==> src/rtl/asc_pkg.sv <==
// constants shared by the converter sequencing control block
package asc_pkg;
    localparam int unsigned ASC_ADDR_W = 8;
    localparam int unsigned ASC_DATA_W = 32;
    localparam int unsigned ASC_RES_W = 10;
    localparam int unsigned ASC_NCH = 4;
    localparam int unsigned ASC_DIV_W = 7;

    // register byte addresses
    localparam logic [7:0] ASC_CTRL0_ADDR = 8'h00;
    localparam logic [7:0] ASC_CTRL1_ADDR = 8'h04;
    localparam logic [7:0] ASC_RES_HI_ADDR = 8'h08;
    localparam logic [7:0] ASC_RES_LO_ADDR = 8'h0c;
    localparam logic [7:0] ASC_PINSEL_ADDR = 8'h10;
    localparam logic [7:0] ASC_INTCTL_ADDR = 8'h14;

    // control word 0 fields
    localparam int unsigned ASC_START_BIT = 7;
    localparam int unsigned ASC_BUSY_BIT = 6;
    localparam int unsigned ASC_PWR_BIT = 5;
    localparam int unsigned ASC_JUST_BIT = 4;
    localparam int unsigned ASC_CHAN_LSB = 0;
    localparam int unsigned ASC_CHAN_W = 4;

    // control word 1 fields
    localparam int unsigned ASC_INS_LSB = 5;
    localparam int unsigned ASC_INS_W = 3;
    localparam int unsigned ASC_REF_LSB = 3;
    localparam int unsigned ASC_REF_W = 2;
    localparam int unsigned ASC_CKD_LSB = 0;
    localparam int unsigned ASC_CKD_W = 3;

    // pin select fields: one bit per analog input, one for the reference pin
    localparam int unsigned ASC_PSEL_CH_LSB = 0;
    localparam int unsigned ASC_PSEL_VREF_BIT = 4;

    // interrupt control fields
    localparam int unsigned ASC_IRQ_FLAG_BIT = 0;
    localparam int unsigned ASC_IRQ_EN_BIT = 1;
    localparam int unsigned ASC_IRQ_MEN_BIT = 2;

    // reference select codes
    localparam logic [1:0] ASC_REF_SUPPLY = 2'h1;
    localparam logic [1:0] ASC_REF_OPAMP = 2'h2;

    // input source codes
    localparam logic [2:0] ASC_INS_DIV4 = 3'h4;
    localparam logic [2:0] ASC_INS_GND_LO = 3'h1;
    localparam logic [2:0] ASC_INS_GND_HI = 3'h3;

    // highest channel code that reaches a pin
    localparam logic [3:0] ASC_CHAN_LAST = 4'h3;

    // conversion length in conversion clock periods
    localparam logic [3:0] ASC_SAMPLE_TICKS = 4'h4;
    localparam logic [3:0] ASC_CONV_TICKS = 4'ha;

    localparam logic [9:0] ASC_SAR_MSB = 10'h200;
    localparam logic [31:0] ASC_RST_WORD = 32'h0000_0000;

    typedef enum logic [1:0] {
        ASC_IDLE,
        ASC_SAMPLE,
        ASC_CONVERT
    } asc_state_t;
endpackage

==> src/rtl/asc_clkdiv.sv <==
// conversion clock tick generator: system clock divided by a power of two
module asc_clkdiv
    import asc_pkg::*;
(
    input wire logic CLK,
    input wire logic SYS_RST,
    input wire logic restart,
    input wire logic [ASC_CKD_W-1:0] div_code,
    output logic tick
);
    logic [ASC_DIV_W-1:0] count_reg;
    logic [ASC_DIV_W-1:0] count_next;
    logic tick_next;
    wire logic [ASC_DIV_W-1:0] limit;

    // divide by 2^code: terminal count is 2^code - 1
    function automatic logic [ASC_DIV_W-1:0] div_limit(input logic [ASC_CKD_W-1:0] code);
        logic [ASC_DIV_W:0] one_hot;
        one_hot = '0;
        one_hot[code] = 1'b1;
        div_limit = ASC_DIV_W'(one_hot - 1'b1);
    endfunction

    assign limit = div_limit(div_code);

    always_comb
    begin
        count_next = count_reg + 1'b1;
        tick_next = 1'b0;
        if (restart)
        begin
            count_next = '0;
        end
        else if (count_reg >= limit)
        begin
            // >= keeps a shrinking divider from wrapping through 127
            count_next = '0;
            tick_next = 1'b1;
        end
    end

    always_ff @(posedge CLK)
    begin
        if (SYS_RST)
        begin
            count_reg <= '0;
            tick <= 1'b0;
        end
        else
        begin
            count_reg <= count_next;
            tick <= tick_next;
        end
    end
endmodule

==> src/rtl/asc_top.sv <==
// converter sequencing control: APB registers, routing, start, SAR timing
//
// Behaviour
// - reference: 01 supply, 10 opamp, else pin
// - source: 000/101-111 external, 100 div4, else ground
// - channel codes 0-3 connect pins, others float
// - analog pin drops all other functions
// - analog pin loses its pull-up
// - analog selection overrides port direction
// - start low-high-low begins one conversion
// - busy set once conversion initiated
// - completion clears busy, sets request flag
// - enabled request raises interrupt, else poll
// - conversion clock divides by 1 to 128
// - converter powered only while enable high
// - 14 periods: 4 sample, 10 convert
// - 10-bit result left or right justified
// - result held while converter disabled
//
// The register offsets and the APB register port are this design's own decisions.
module asc_top
    import asc_pkg::*;
(
    input wire logic CLK,
    input wire logic SYS_RST,
    input wire logic PSEL,
    input wire logic PENABLE,
    input wire logic PWRITE,
    input wire logic [ASC_ADDR_W-1:0] PADDR,
    input wire logic [ASC_DATA_W-1:0] PWDATA,
    output logic [ASC_DATA_W-1:0] PRDATA,
    output logic PREADY,
    output logic PSLVERR,
    input wire logic COMP_IN,
    output logic ADC_POWER,
    output logic REF_SUPPLY,
    output logic REF_OPAMP,
    output logic REF_PIN,
    output logic REF_PIN_ANALOG,
    output logic [ASC_NCH-1:0] AIN_CH_EN,
    output logic AIN_SUPPLY_DIV4,
    output logic AIN_GROUND,
    output logic [ASC_NCH-1:0] PIN_ANALOG_MODE,
    output logic [ASC_NCH-1:0] PIN_PULLUP_OFF,
    output logic [ASC_NCH-1:0] PIN_DIR_FORCE_IN,
    output logic SAMPLE_EN,
    output logic [ASC_RES_W-1:0] DAC_CODE,
    output logic IRQ
);
    // software state
    logic start_reg;
    logic start_armed_reg;
    logic pwr_reg;
    logic just_reg;
    logic [ASC_CHAN_W-1:0] chan_reg;
    logic [ASC_INS_W-1:0] ins_reg;
    logic [ASC_REF_W-1:0] ref_reg;
    logic [ASC_CKD_W-1:0] ckd_reg;
    logic [ASC_NCH-1:0] pin_an_reg;
    logic vref_an_reg;
    logic irq_flag_reg;
    logic irq_en_reg;
    logic irq_men_reg;

    // sequencer state
    asc_state_t state_reg;
    asc_state_t state_next;
    logic busy_reg;
    logic [3:0] phase_cnt_reg;
    logic [3:0] phase_cnt_next;
    logic [ASC_RES_W-1:0] sar_reg;
    logic [ASC_RES_W-1:0] sar_next;
    logic [ASC_RES_W-1:0] bit_reg;
    logic [ASC_RES_W-1:0] bit_next;
    logic [ASC_RES_W-1:0] result_reg;
    logic comp_meta_reg;
    logic comp_sync_reg;

    // bus answer
    logic pready_reg;

    wire logic setup_done;
    wire logic wr_done;
    wire logic hit_ctrl0;
    wire logic hit_ctrl1;
    wire logic hit_res_hi;
    wire logic hit_res_lo;
    wire logic hit_pinsel;
    wire logic hit_intctl;
    wire logic addr_ok;
    wire logic [ASC_DATA_W-1:0] rd_word;
    wire logic [15:0] res_pair;
    wire logic start_wr_val;
    wire logic start_fall;
    wire logic conv_tick;
    wire logic div_restart;
    wire logic conv_done;
    wire logic abort;
    wire logic ins_external;
    wire logic ins_ground;
    wire logic [ASC_NCH-1:0] chan_onehot;

    // byte pair as firmware sees it
    function automatic logic [15:0] fmt_result(input logic [ASC_RES_W-1:0] res,
                                               input logic right);
        fmt_result = right ? {6'h00, res} : {res, 6'h00};
    endfunction

    function automatic logic [ASC_NCH-1:0] chan_decode(input logic [ASC_CHAN_W-1:0] code);
        chan_decode = '0;
        if (code <= ASC_CHAN_LAST)
        begin
            chan_decode[code[1:0]] = 1'b1;
        end
    endfunction

    // apb: one wait state so read data leaves a flop
    assign setup_done = PSEL && PENABLE && !pready_reg;
    assign wr_done = PSEL && PENABLE && pready_reg && PWRITE;
    assign PREADY = pready_reg;
    assign hit_ctrl0 = (PADDR == ASC_CTRL0_ADDR);
    assign hit_ctrl1 = (PADDR == ASC_CTRL1_ADDR);
    assign hit_res_hi = (PADDR == ASC_RES_HI_ADDR);
    assign hit_res_lo = (PADDR == ASC_RES_LO_ADDR);
    assign hit_pinsel = (PADDR == ASC_PINSEL_ADDR);
    assign hit_intctl = (PADDR == ASC_INTCTL_ADDR);
    assign addr_ok = hit_ctrl0 || hit_ctrl1 || hit_res_hi || hit_res_lo
        || hit_pinsel || hit_intctl;

    assign res_pair = fmt_result(result_reg, just_reg);
    assign rd_word =
        hit_ctrl0 ? {24'h000000, start_reg, busy_reg, pwr_reg, just_reg, chan_reg} :
        hit_ctrl1 ? {24'h000000, ins_reg, ref_reg, ckd_reg} :
        hit_res_hi ? {24'h000000, res_pair[15:8]} :
        hit_res_lo ? {24'h000000, res_pair[7:0]} :
        hit_pinsel ? {27'h0000000, vref_an_reg, pin_an_reg} :
        hit_intctl ? {29'h00000000, irq_men_reg, irq_en_reg, irq_flag_reg} :
        ASC_RST_WORD;

    // start handshake: rise arms, following fall fires
    assign start_wr_val = PWDATA[ASC_START_BIT];
    assign start_fall = wr_done && hit_ctrl0 && start_armed_reg && !start_wr_val;

    // a start while the converter is off is dropped
    assign abort = !pwr_reg;
    assign div_restart = start_fall || state_reg == ASC_IDLE;

    assign conv_done = state_reg == ASC_CONVERT && conv_tick
        && phase_cnt_reg == ASC_CONV_TICKS - 4'h1 && !abort;

    // input routing decode
    assign ins_ground = ins_reg >= ASC_INS_GND_LO && ins_reg <= ASC_INS_GND_HI;
    assign ins_external = !ins_ground && ins_reg != ASC_INS_DIV4;
    assign chan_onehot = chan_decode(chan_reg);

    asc_clkdiv u_clkdiv (
        .CLK(CLK),
        .SYS_RST(SYS_RST),
        .restart(div_restart),
        .div_code(ckd_reg),
        .tick(conv_tick)
    );

    // register writes
    always_ff @(posedge CLK)
    begin
        if (SYS_RST)
        begin
            start_reg <= 1'b0;
            start_armed_reg <= 1'b0;
            pwr_reg <= 1'b0;
            just_reg <= 1'b0;
            chan_reg <= '0;
            ins_reg <= '0;
            ref_reg <= '0;
            ckd_reg <= '0;
            pin_an_reg <= '0;
            vref_an_reg <= 1'b0;
            irq_en_reg <= 1'b0;
            irq_men_reg <= 1'b0;
        end
        else if (wr_done)
        begin
            if (hit_ctrl0)
            begin
                start_reg <= start_wr_val;
                // rising edge of start arms; any later low fires and disarms
                start_armed_reg <= start_wr_val && (start_armed_reg || !start_reg);
                pwr_reg <= PWDATA[ASC_PWR_BIT];
                just_reg <= PWDATA[ASC_JUST_BIT];
                chan_reg <= PWDATA[ASC_CHAN_LSB +: ASC_CHAN_W];
            end
            if (hit_ctrl1)
            begin
                ins_reg <= PWDATA[ASC_INS_LSB +: ASC_INS_W];
                ref_reg <= PWDATA[ASC_REF_LSB +: ASC_REF_W];
                ckd_reg <= PWDATA[ASC_CKD_LSB +: ASC_CKD_W];
            end
            if (hit_pinsel)
            begin
                pin_an_reg <= PWDATA[ASC_PSEL_CH_LSB +: ASC_NCH];
                vref_an_reg <= PWDATA[ASC_PSEL_VREF_BIT];
            end
            if (hit_intctl)
            begin
                irq_en_reg <= PWDATA[ASC_IRQ_EN_BIT];
                irq_men_reg <= PWDATA[ASC_IRQ_MEN_BIT];
            end
        end
    end

    // request flag: completion wins over a same-cycle write-one clear
    always_ff @(posedge CLK)
    begin
        if (SYS_RST)
        begin
            irq_flag_reg <= 1'b0;
        end
        else if (conv_done)
        begin
            irq_flag_reg <= 1'b1;
        end
        else if (wr_done && hit_intctl && PWDATA[ASC_IRQ_FLAG_BIT])
        begin
            irq_flag_reg <= 1'b0;
        end
    end

    // bus answer flops
    always_ff @(posedge CLK)
    begin
        if (SYS_RST)
        begin
            pready_reg <= 1'b0;
            PRDATA <= ASC_RST_WORD;
            PSLVERR <= 1'b0;
        end
        else
        begin
            pready_reg <= setup_done;
            if (setup_done)
            begin
                PRDATA <= PWRITE ? ASC_RST_WORD : rd_word;
                PSLVERR <= !addr_ok;
            end
        end
    end

    // comparator crosses from the analog core
    always_ff @(posedge CLK)
    begin
        if (SYS_RST)
        begin
            comp_meta_reg <= 1'b0;
            comp_sync_reg <= 1'b0;
        end
        else
        begin
            comp_meta_reg <= COMP_IN;
            comp_sync_reg <= comp_meta_reg;
        end
    end

    // sequencer: sample then successive approximation, msb first
    always_comb
    begin
        state_next = state_reg;
        phase_cnt_next = phase_cnt_reg;
        sar_next = sar_reg;
        bit_next = bit_reg;
        case (state_reg)
            ASC_IDLE:
            begin
                if (start_fall && pwr_reg)
                begin
                    state_next = ASC_SAMPLE;
                    phase_cnt_next = '0;
                end
            end
            ASC_SAMPLE:
            begin
                if (conv_tick)
                begin
                    phase_cnt_next = phase_cnt_reg + 4'h1;
                    if (phase_cnt_reg == ASC_SAMPLE_TICKS - 4'h1)
                    begin
                        state_next = ASC_CONVERT;
                        phase_cnt_next = '0;
                        sar_next = ASC_SAR_MSB;
                        bit_next = ASC_SAR_MSB;
                    end
                end
            end
            ASC_CONVERT:
            begin
                if (conv_tick)
                begin
                    // comparator low: trial code was above the input
                    if (!comp_sync_reg)
                    begin
                        sar_next = sar_reg & ~bit_reg;
                    end
                    else
                    begin
                        sar_next = sar_reg;
                    end
                    sar_next = sar_next | (bit_reg >> 1);
                    bit_next = bit_reg >> 1;
                    phase_cnt_next = phase_cnt_reg + 4'h1;
                    if (phase_cnt_reg == ASC_CONV_TICKS - 4'h1)
                    begin
                        state_next = ASC_IDLE;
                    end
                end
            end
            default:
            begin
                state_next = ASC_IDLE;
            end
        endcase
        // a fresh start sequence mid-conversion restarts sampling
        if (start_fall && pwr_reg && state_reg != ASC_IDLE)
        begin
            state_next = ASC_SAMPLE;
            phase_cnt_next = '0;
        end
        if (abort)
        begin
            state_next = ASC_IDLE;
        end
    end

    always_ff @(posedge CLK)
    begin
        if (SYS_RST)
        begin
            state_reg <= ASC_IDLE;
            phase_cnt_reg <= '0;
            sar_reg <= '0;
            bit_reg <= '0;
            busy_reg <= 1'b0;
        end
        else
        begin
            state_reg <= state_next;
            phase_cnt_reg <= phase_cnt_next;
            sar_reg <= sar_next;
            bit_reg <= bit_next;
            busy_reg <= state_next != ASC_IDLE;
        end
    end

    // result only moves on a completed conversion
    always_ff @(posedge CLK)
    begin
        if (SYS_RST)
        begin
            result_reg <= '0;
        end
        else if (conv_done)
        begin
            result_reg <= sar_next;
        end
    end

    // outputs toward analog core, pads and interrupt controller
    always_ff @(posedge CLK)
    begin
        if (SYS_RST)
        begin
            ADC_POWER <= 1'b0;
            REF_SUPPLY <= 1'b0;
            REF_OPAMP <= 1'b0;
            REF_PIN <= 1'b0;
            REF_PIN_ANALOG <= 1'b0;
            AIN_CH_EN <= '0;
            AIN_SUPPLY_DIV4 <= 1'b0;
            AIN_GROUND <= 1'b0;
            PIN_ANALOG_MODE <= '0;
            PIN_PULLUP_OFF <= '0;
            PIN_DIR_FORCE_IN <= '0;
            SAMPLE_EN <= 1'b0;
            DAC_CODE <= '0;
            IRQ <= 1'b0;
        end
        else
        begin
            ADC_POWER <= pwr_reg;
            REF_SUPPLY <= ref_reg == ASC_REF_SUPPLY;
            REF_OPAMP <= ref_reg == ASC_REF_OPAMP;
            REF_PIN <= ref_reg != ASC_REF_SUPPLY && ref_reg != ASC_REF_OPAMP;
            // pad kept off the internal reference even if firmware errs
            REF_PIN_ANALOG <= vref_an_reg && ref_reg != ASC_REF_SUPPLY
                && ref_reg != ASC_REF_OPAMP;
            AIN_CH_EN <= ins_external ? chan_onehot : '0;
            AIN_SUPPLY_DIV4 <= ins_reg == ASC_INS_DIV4;
            AIN_GROUND <= ins_ground;
            PIN_ANALOG_MODE <= pin_an_reg;
            PIN_PULLUP_OFF <= pin_an_reg;
            PIN_DIR_FORCE_IN <= pin_an_reg;
            SAMPLE_EN <= state_next == ASC_SAMPLE;
            DAC_CODE <= sar_next;
            IRQ <= (irq_flag_reg || conv_done) && irq_en_reg && irq_men_reg;
        end
    end
endmodule

==> config.mk <==
export PLATFORM = sky130hd
export DESIGN_NAME = asc_top
export DESIGN_NICKNAME = d
export VERILOG_FILES = /design/src/rtl/asc_pkg.sv /design/src/rtl/asc_clkdiv.sv /design/src/rtl/asc_top.sv
export SDC_FILE = /design/constraint.sdc
export NUM_CORES = 1
export LEC_CHECK = 0
export ABC_AREA = 1
export ABC_CLOCK_PERIOD_IN_PS = 2200
export BUFFER_PORTS_ARGS = -buffer_cell sky130_fd_sc_hd__buf_2
export CAP_MARGIN = 0
export CORE_MARGIN = 2
export CORE_UTILIZATION = 30
export CTS_CLUSTER_DIAMETER = 80
export CTS_CLUSTER_SIZE = 14
export DETAILED_ROUTE_END_ITERATION = 12
export GPL_TIMING_DRIVEN = 0
export SLEW_MARGIN = 25
export SYNTH_ARGS = -nofsm -noshare
export SYNTH_HDL_FRONTEND = slang
export SYNTH_HIERARCHICAL = 1
export SYNTH_SLANG_ARGS = --single-unit
==> constraint.sdc <==
create_clock -name CLK -period 2.2 [get_ports CLK]
set_clock_uncertainty 0.15 [all_clocks]
set_input_delay 0.55 -clock CLK [delete_from_list [all_inputs] [get_ports CLK]]
set_output_delay 0.55 -clock CLK [all_outputs]
set_load 0.03 [all_outputs]
# Word level (Yosys, flattened, before mapping)
# Index checks and enable logic that the tools add are counted.
totals:
  word_cells: 166
  in_bits: 46
  reg_bits: 122
  output_inout_bits: 69
op_classes:
  magnitude_cmp: 8
  n_mux: 39
  eq_ne: 20
  n_reduce_logical: 54
  add_sub_neg: 3
  bitwise: 5
ops:
  columns: ["cell", "n"]
  rows:
  - ["$mux W10", 9]
  - ["$mux W8", 5]
  - ["$pmux W10 S2", 2]
  - ["$logic_and A1 B1 Y1", 24]
  - ["$eq A8 B4 Y1 const B", 2]
  - ["$eq A8 B5 Y1 const B", 2]
  - ["$mux W16", 1]
  - ["$mux W4", 4]
  - ["$mux W2", 7]
  - ["$pmux W4 S3", 1]
  - ["$and A10 B10 Y10", 1]
  - ["$not A10 Y10", 1]
  - ["$or A10 B9 Y10", 1]
  - ["$eq A8 B3 Y1 const B", 1]
  - ["$logic_not A8 Y1", 1]
  - ["$logic_or A1 B1 Y1", 8]
  - ["$ne A2 B1 Y1 const B", 4]
  - ["$reduce_and A2 Y1", 4]
  - ["$reduce_and A4 Y1", 2]
  - ["$reduce_bool A2 Y1", 4]
  - ["$add A7 B1 Y7 const B", 1]
  - ["$ge A7 B7 Y1", 1]
  - ["$sub A7 B1 Y7 const B", 1]
  - ["$eq A2 B1 Y1 const B", 3]
  - ["25 further kinds", 39]

# Longest topological paths before layout
# Gate-level depths: netlist of the first run.
logic_depth:
  depth_word: 12
  ltp_mapped: 12
  ltp_nobuf: 12

# Hierarchy
# The synthesis of the first run kept the hierarchy.
by_module_without_submodules:
  columns: ["module", "cells_per_inst", "seq_area_each_um2", "instances", "area_per_inst_um2"]
  rows:
  - ["asc_top", 585, 1801.7, 1, 4322.9]
  - ["asc_clkdiv", 71, 160.2, 1, 549.3]

# Worst setup path before layout of the first run
# No wires, ideal clock.
synth_timing:
  kind: "flip-flop to flip-flop"
  from: "register state_reg[0]"
  to: "register result_reg[3]"
  setup_ns: 0.116
  path_slack_ns: 0.343
  arrival_time_ns: 1.591
  path_stages_with_launch: 11
  period_less_slack_ns: 1.857
  required_ns: 1.934
  path_buffers: 2
  cell_sequence: "dfxtp_1 inv_1 ha_1 buf_2 inv_1 clkbuf_1 a31oi_1 o21ai_0 nand3_1 o211ai_1 inv_1"
synth_via:
  elab_chain_len: 4
  elab_cells_between_ends: 6
  classes_between: "eq/ne (2); mux (1); reduce/logical (3)"
synth_lines:
  columns: ["element", "line_no", "source"]
  rows:
  - ["start: declaration", "asc_top.sv:66", "asc_state_t state_reg;"]
  - ["start signal: assignment", "asc_top.sv:345", "state_reg <= state_next;"]
  - ["$eq A2 B2 Y1", "asc_top.sv:148, asc_top.sv:271", null]
  - ["$logic_and A1 B1 Y1", "asc_top.sv:148", "assign conv_done = state_reg == ASC_CONVERT && conv_tick"]
  - ["$logic_and A1 B1 Y1 (2 in series)", "asc_top.sv:149", "&& phase_cnt_reg == ASC_CONV_TICKS - 4'h1 && !abort;"]
  - ["end signal: assignment", "asc_top.sv:362", "result_reg <= sar_next;"]
  - ["end: declaration", "asc_top.sv:75", "logic [ASC_RES_W-1:0] result_reg;"]
# Several ways; a longest one is shown, not always the timed one.
# A chain may end at the register's enable or synchronous reset.

# Worst setup path in the final report of the first run
layout_timing:
  from: "register state_reg[0]"
  to: "register result_reg[7]"
# Same word-level chain as after synthesis.

==> impl_results.md, run 1 <==
* Hold Violations, Final at 0
* Pre-CTS setup slack at -0.0906 ns
* Io pins at 115
* Hold depth at 2
* Max FO, Critical Path at 10
* Synth top area share at 40.3%
* Hpwl dp at 9.60 mm
* Cts bufs inserted at 9
* Number of vias per cell at 4.49
* Leading area contributor after synthesis: dfxtp_1
* FF+latch count, synth at 98
* Hold slack at 0.265 ns
* Pins Over Slew Limit at 0
* F_max at 479 MHz
* R2R Setup Slk at 0.11 ns
* Leakage at 0.00262 uW
* Top cell types by occurrence after synthesis: nand2_1, dfxtp_1, inv_1
* Mapped cell area at 0.00487 mm^2
* Pre-antenna DRT Iters at 4
* Slowest stage delay, CP at 0.38 ns
* Synth Flop Type: dfxtp_1
* Clk sinks at 98
* Per-cell routed wire length at 12.8 um
* Cells on worst reg2reg path at 10
* Die H at 131 um
* Dpl cell area at 0.00555 mm^2
* Final Cycle Share at 94.9%
* CP most frequent cell: inv_1
* Fin crit period at 2.09 ns
* RSZ-0062 raised after global routing: false
* Most frequent cell after synthesis: nand2_1
* Critical Path End Type: register
* Final setup vio count at 0
* Vias in the first global route at 4002
* Remaining antenna violation count at 0
* Cells after Synth at 656
* N_diodes at 0
* Row count at 46
* Buffers & Inverters on Critical Path at 5
* Critical Path RT at 2.28 ns
* RePlAce Congestion at 0.820
* Slowest cell on the critical path: dfxtp_1
* Startpoint class of the critical path: register
* Pin count of the biggest net entering global routing at 15
* Cell Pwr Density at 594 mW/mm^2
* Setup CP Type: reg2reg
* Max-Cap Viols at 0
* Clock H-tree levels at 3
* Worst path cell trace: inv_1 -> ha_1 -> buf_2 -> inv_1 -> buf_4 -> a31oi_1 -> o21ai_0 -> nand3_1 -> o211ai_1 -> inv_1
* Clock Path Buffers at 2
* Gr usage total at 14.3%
* Avg Cell Area, Syn at 7.43 um^2
* Initial Util at 30.7%
* Ys async rst share at 0%
* Final WL at 12.5 mm
* Post-synth cell types at 43
* Post-CTS Setup Inserts at 0
* DR DRC count at 0
* Syn-to-layout area delta at 19.9%
* Sequential fraction of the synthesis area at 40.3%
* GR Util met3 at 2.93%
* Worst Slack Setup Final at 0.112 ns
* Core area at 0.0159 mm^2
* Nets at 817
* First-pass GRT wire length at 20.1 mm
* Final instance area at 0.00584 mm^2
* CTS root buf: clkbuf_16
* CP top delay family: buffers and inverters
* Synth area leaders: dfxtp_1, nand2_1, a21oi_1
* Proportion of layout cells with a drive suffix above 1 at 20.2%
* Die Footprint at 0.0173 mm^2
* Min-delay src: comp_meta_reg
* Met2 usage at 23.6%
* Post-synth EDFFs at 0
* Syn. warnings at 6
* TritonCTS clock tree: done
* Vias at 4378
* Class of the worst hold path: reg2reg
* Max IR drop VDD at 290 uV
* Die extent in x at 131 um
* Status: finished clean
* WP data arrival at 2.17 ns
* Hold endpoint: comp_sync_reg
* Worst-Skew Late Latency at 0.34 ns
* Max_slew headroom at 57.2%
* Reg2reg end: result_reg[7]
* Grt ovf at 0
* Clock-pin transition on the worst setup and hold timing paths at 0.07 ns
* GRT busiest layer: met2
* Initial antenna violation count at 1
* I/O Buffers at 65
* Met1 usage at 18.5%
* 1st-iter DRT viols at 227
* Worst R2R Start: state_reg[0]
* Worst-Margin Slew at 0.642 ns
## layout make-up
| class | instances | area (um^2) |
|---|---|---|
| clock buffers | 12 | 256 |
| multi-input cells | 445 | 2350 |
| flip-flops and latches | 98 | 1960 |
| clock inverters | 3 | 15.0 |
| repair buffers | 65 | 325 |
| fillers | 1692 | 10000 |
| well taps | 216 | 270 |
| inverters | 82 | 310 |
| plain buffers | 54 | 352 |
## cell usage in the layout (no fill, tap or decap), types with 3 or more instances in the layout
master and n:
inv_2 3, nor3_1 14, clkbuf_1 11, nor2_2 8, clkbuf_16 9, nand2_1 115
a21boi_1 3, xor2_1 3, dfxtp_1 98, ha_1 16, nand4_1 3, xnor2_1 3
buf_4 33, nand3_1 47, a31oi_1 17, nand2_2 5, a211oi_1 5, a21oi_1 61
o21ai_0 35, clkinv_2 3, o211ai_1 10, buf_2 73, nor2_1 52, inv_1 76
o21ai_1 4, conb_1 24
## how the worst max path moves through the flow
stage	startpoint	endpoint	slack, ns	cells after the start
after floorplan	state_reg[0]	result_reg[3]	0.34	10
after global placement	state_reg[0]	result_reg[6]	-0.05	10
after detailed placement	state_reg[0]	result_reg[6]	-0.09	10
after CTS	state_reg[0]	bit_reg[5]	0.04	8
after global routing	state_reg[0]	result_reg[3]	0.0006	10
final	state_reg[0]	result_reg[7]	0.11	10
## stage by stage
step / std cells / TNS (ns) / utilization, % / power (uW)
2_1_floorplan: 679 / 0 / - / 1990
3_3_place_gp: 960 / -0.192 / 35.0 / 2050
3_5_place_dp: 960 / -0.602 / 35.0 / 2050
4_1_cts: 975 / 0 / 36.7 / 3500
5_1_grt: 975 / 0 / 36.8 / 3620
6_report: 975 / 0 / 36.8 / 3470
## cells by family after synthesis
| family | count (synthesis) | synth area share, % |
|---|---|---|
| other | 1 | 0.0770 |
| DFF | 98 | 40.3 |
| buffers and inverters | 136 | 13.5 |
| xor gates and xnor gates | 6 | 1.08 |
| adders and majority gates | 16 | 4.11 |
| and+or+nand+nor | 256 | 24.1 |
| AOI/OAI and AO/OA | 143 | 16.8 |
## tightest hold or removal path: stages, from the launching register on
cell     delay, ns
dfxtp_1       0.30
inv_1         0.04
nor2_1        0.04
## power breakdown
group          internal (uW)  leakage (uW)  switching [uW]  total (uW)
combinational           66.7       0.00170             158         225
sequential              1780      0.000790            2.44        1780
clock                    817      0.000138             645        1460
total                   2660       0.00262             805        3470
## layer usage
metal  wire length [um]  share of wire, %
met1               5820                47
met2               5830                47
met3                584               4.7
met4                224               1.8
met5                  0                 0
## timing repair
item | 4_1_cts | 5_1_grt
endpoints found under the setup margin | 16 | 18
hold buffers | 0 | 0
gates resized for setup | 1 | 9
Power figures use the tool's default switching activity.
==> run 2: changes to the inputs <==
--- a/config.mk
+++ b/config.mk
@@ -15,6 +15,7 @@
 export CTS_CLUSTER_SIZE = 14
 export DETAILED_ROUTE_END_ITERATION = 12
 export GPL_TIMING_DRIVEN = 0
+export RECOVER_POWER = 50
 export SLEW_MARGIN = 25
 export SYNTH_ARGS = -nofsm -noshare
 export SYNTH_HDL_FRONTEND = slang
==> impl_results.md, run 2 (synthesis results as in run 1) <==
* Status: finished clean
* Clock-pin transition on the worst setup and hold timing paths at 0.07 ns (about the same)
* Max FO, Critical Path at 10 (unchanged)
* Syn-to-layout area delta at 18.3%
* Per-cell routed wire length at 12.9 um (+0.67%)
* Class of the worst hold path: reg2reg
* Cts bufs inserted at 9 (unchanged)
* RSZ-0062 raised after global routing: false
* Die H at 131 um (unchanged)
* Max-Cap Viols at 0 (unchanged)
* Vias at 4395 (+0.39%)
* CP most frequent cell: inv_1
* Int Pwr at 2660 uW (about the same)
* Clk pwr share at 42.2% (about the same)
* Final Cycle Share at 94.6% (-0.31 points)
* Clock Path Buffers at 2 (unchanged)
* Grt ovf at 0 (unchanged)
* Number of vias per cell at 4.51 (+0.39%)
* Sw Share at 23.2% (-0.026 points)
* Hold Violations, Final at 0 (unchanged)
* N_diodes at 0 (unchanged)
* Slowest stage delay, CP at 0.37 ns (about the same)
* Worst path cell trace: inv_1 -> ha_1 -> buf_2 -> inv_1 -> buf_4 -> a31oi_1 -> o21ai_0 -> nand3_1 -> o211ai_1 -> inv_1
* Most common cell after layout, fill and taps aside: nand2_1
* WP data arrival at 2.16 ns (about the same)
* Startpoint class of the critical path: register
* Min-delay src: comp_meta_reg
* Nets at 817 (unchanged)
* DR DRC count at 0 (unchanged)
* Gr usage total at 14.3% (unchanged)
* Hold depth at 2 (unchanged)
* Clk sinks at 98 (unchanged)
* Critical Path RT at 2.28 ns (about the same)
* Hold endpoint: comp_sync_reg
* Worst R2R Start: state_reg[0]
* Post-CTS Setup Inserts at 0 (unchanged)
* 1st-iter DRT viols at 234 (+3.1%)
* F_max at 480 MHz (+0.32%)
* # placed instances at 960 (unchanged)
* First-pass GRT wire length at 20.1 mm (unchanged)
* Hpwl dp at 9.60 mm (unchanged)
* CTS root buf: clkbuf_16
* Final setup vio count at 0 (unchanged)
* R2R Setup Slk at 0.12 ns (about the same)
* Initial Util at 30.7% (unchanged)
* Final WL at 12.5 mm (+0.67%)
* Pin count of the biggest net entering global routing at 15 (unchanged)
* Clock H-tree levels at 3 (unchanged)
* CP top delay family: buffers and inverters
* Io pins at 115 (unchanged)
* Sequential power share at 51.4% (about the same)
* Proportion of layout cells with a drive suffix above 1 at 13.4% (-6.7 points)
* Fin crit period at 2.08 ns (-0.00672 ns)
* Setup CP Type: reg2reg
* Pre-antenna DRT Iters at 5 (+1)
* Max_slew headroom at 57.4% (+0.21 points)
* Reg2reg end: result_reg[7]
* Vias in the first global route at 4002 (unchanged)
* Hold buffers post-CTS at 0 (unchanged)
* Initial antenna violation count at 1 (unchanged)
* Core area at 0.0159 mm^2 (unchanged)
* Worst-Skew Late Latency at 0.34 ns (about the same)
* I/O Buffers at 65 (unchanged)
* Max IR drop VDD at 294 uV (+1.1%)
* Combinational power share at 6.4% (about the same)
* Critical Path End Type: register
* Commonest non-fill, non-tap cells in the layout: nand2_1, dfxtp_1, inv_1
* Cells on worst reg2reg path at 10 (unchanged)
* Buffers & Inverters on Critical Path at 5 (unchanged)
* Post-Layout Cell Count at 975 (unchanged)
* Slowest cell on the critical path: dfxtp_1
* Leakage at 0.00242 uW (-7.8%)
* Total power at 3460 uW (-0.11%)
* Row count at 46 (unchanged)
* Pins Over Slew Limit at 0 (unchanged)
* Net switching power at 804 uW (-0.22%)
* Die extent in x at 131 um (unchanged)
* RePlAce Congestion at 0.820 (unchanged)
* Die Footprint at 0.0173 mm^2 (unchanged)
* Worst-Margin Slew at 0.636 ns (-0.00659 ns)
* Cell Pwr Density at 601 mW/mm^2 (+1.3%)
* Remaining antenna violation count at 0 (unchanged)
* TritonCTS clock tree: done
* Post-cts resize count at 1 (unchanged)
[run 2: through the flow]
stage	util [%]	hold WS [ns]	setup WS [ns]	setup TNS, ns	area [um^2]
floorplan	-	0.238	0.343	0	4960
global placement	35.0	0.243	-0.0549	-0.192	5550
detailed placement	35.0	0.246	-0.0906	-0.602	5550
CTS	36.7	0.267	0.0383	0	5830
global route	36.3	0.283	0.000570	0	5760
finish	36.3	0.265	0.118	0	5760
[run 2: tightest hold or removal path, delay by kind of cell (launching register included)]
family        cells  cell delay (ns)
buf+inv           1             0.04
flops             1             0.30
simple gates      1             0.04
[run 2: final cells by class]
class,instances,area [um^2]
fillers,1718,10100
multi-input cells,445,2330
flip-flops and latches,98,1960
plain buffers,54,350
inverters,82,310
well taps,216,270
repair buffers,65,267
clock buffers,12,256
clock inverters,3,15.0
[run 2: worst max-delay path by stage]
stage                 start             to  depth (start not counted)
6_report       state_reg[0]  result_reg[7]                         10
5_1_grt        state_reg[0]  result_reg[3]                         10
4_1_cts        state_reg[0]     bit_reg[5]                          8
3_5_place_dp   state_reg[0]  result_reg[6]                         10
3_3_place_gp   state_reg[0]  result_reg[6]                         10
2_1_floorplan  state_reg[0]  result_reg[3]                         10
[run 2: power by group through the flow]
stage,clock (uW),combinational [uW],sequential [uW]
2_1_floorplan,0,156,1830
3_3_place_gp,0,223,1820
3_5_place_dp,0,223,1820
4_1_cts,1500,224,1780
5_1_grt,1590,241,1780
6_report,1460,222,1780
[run 2: layer usage]
layer  share of wire (%)  track usage, %  vias up
li1                    -               -     2304
met1                  47            18.5     1968
met2                  46            23.6      107
met3                 4.7            2.93       16
met4                 2.2            5.31        0
met5                   0               0        -
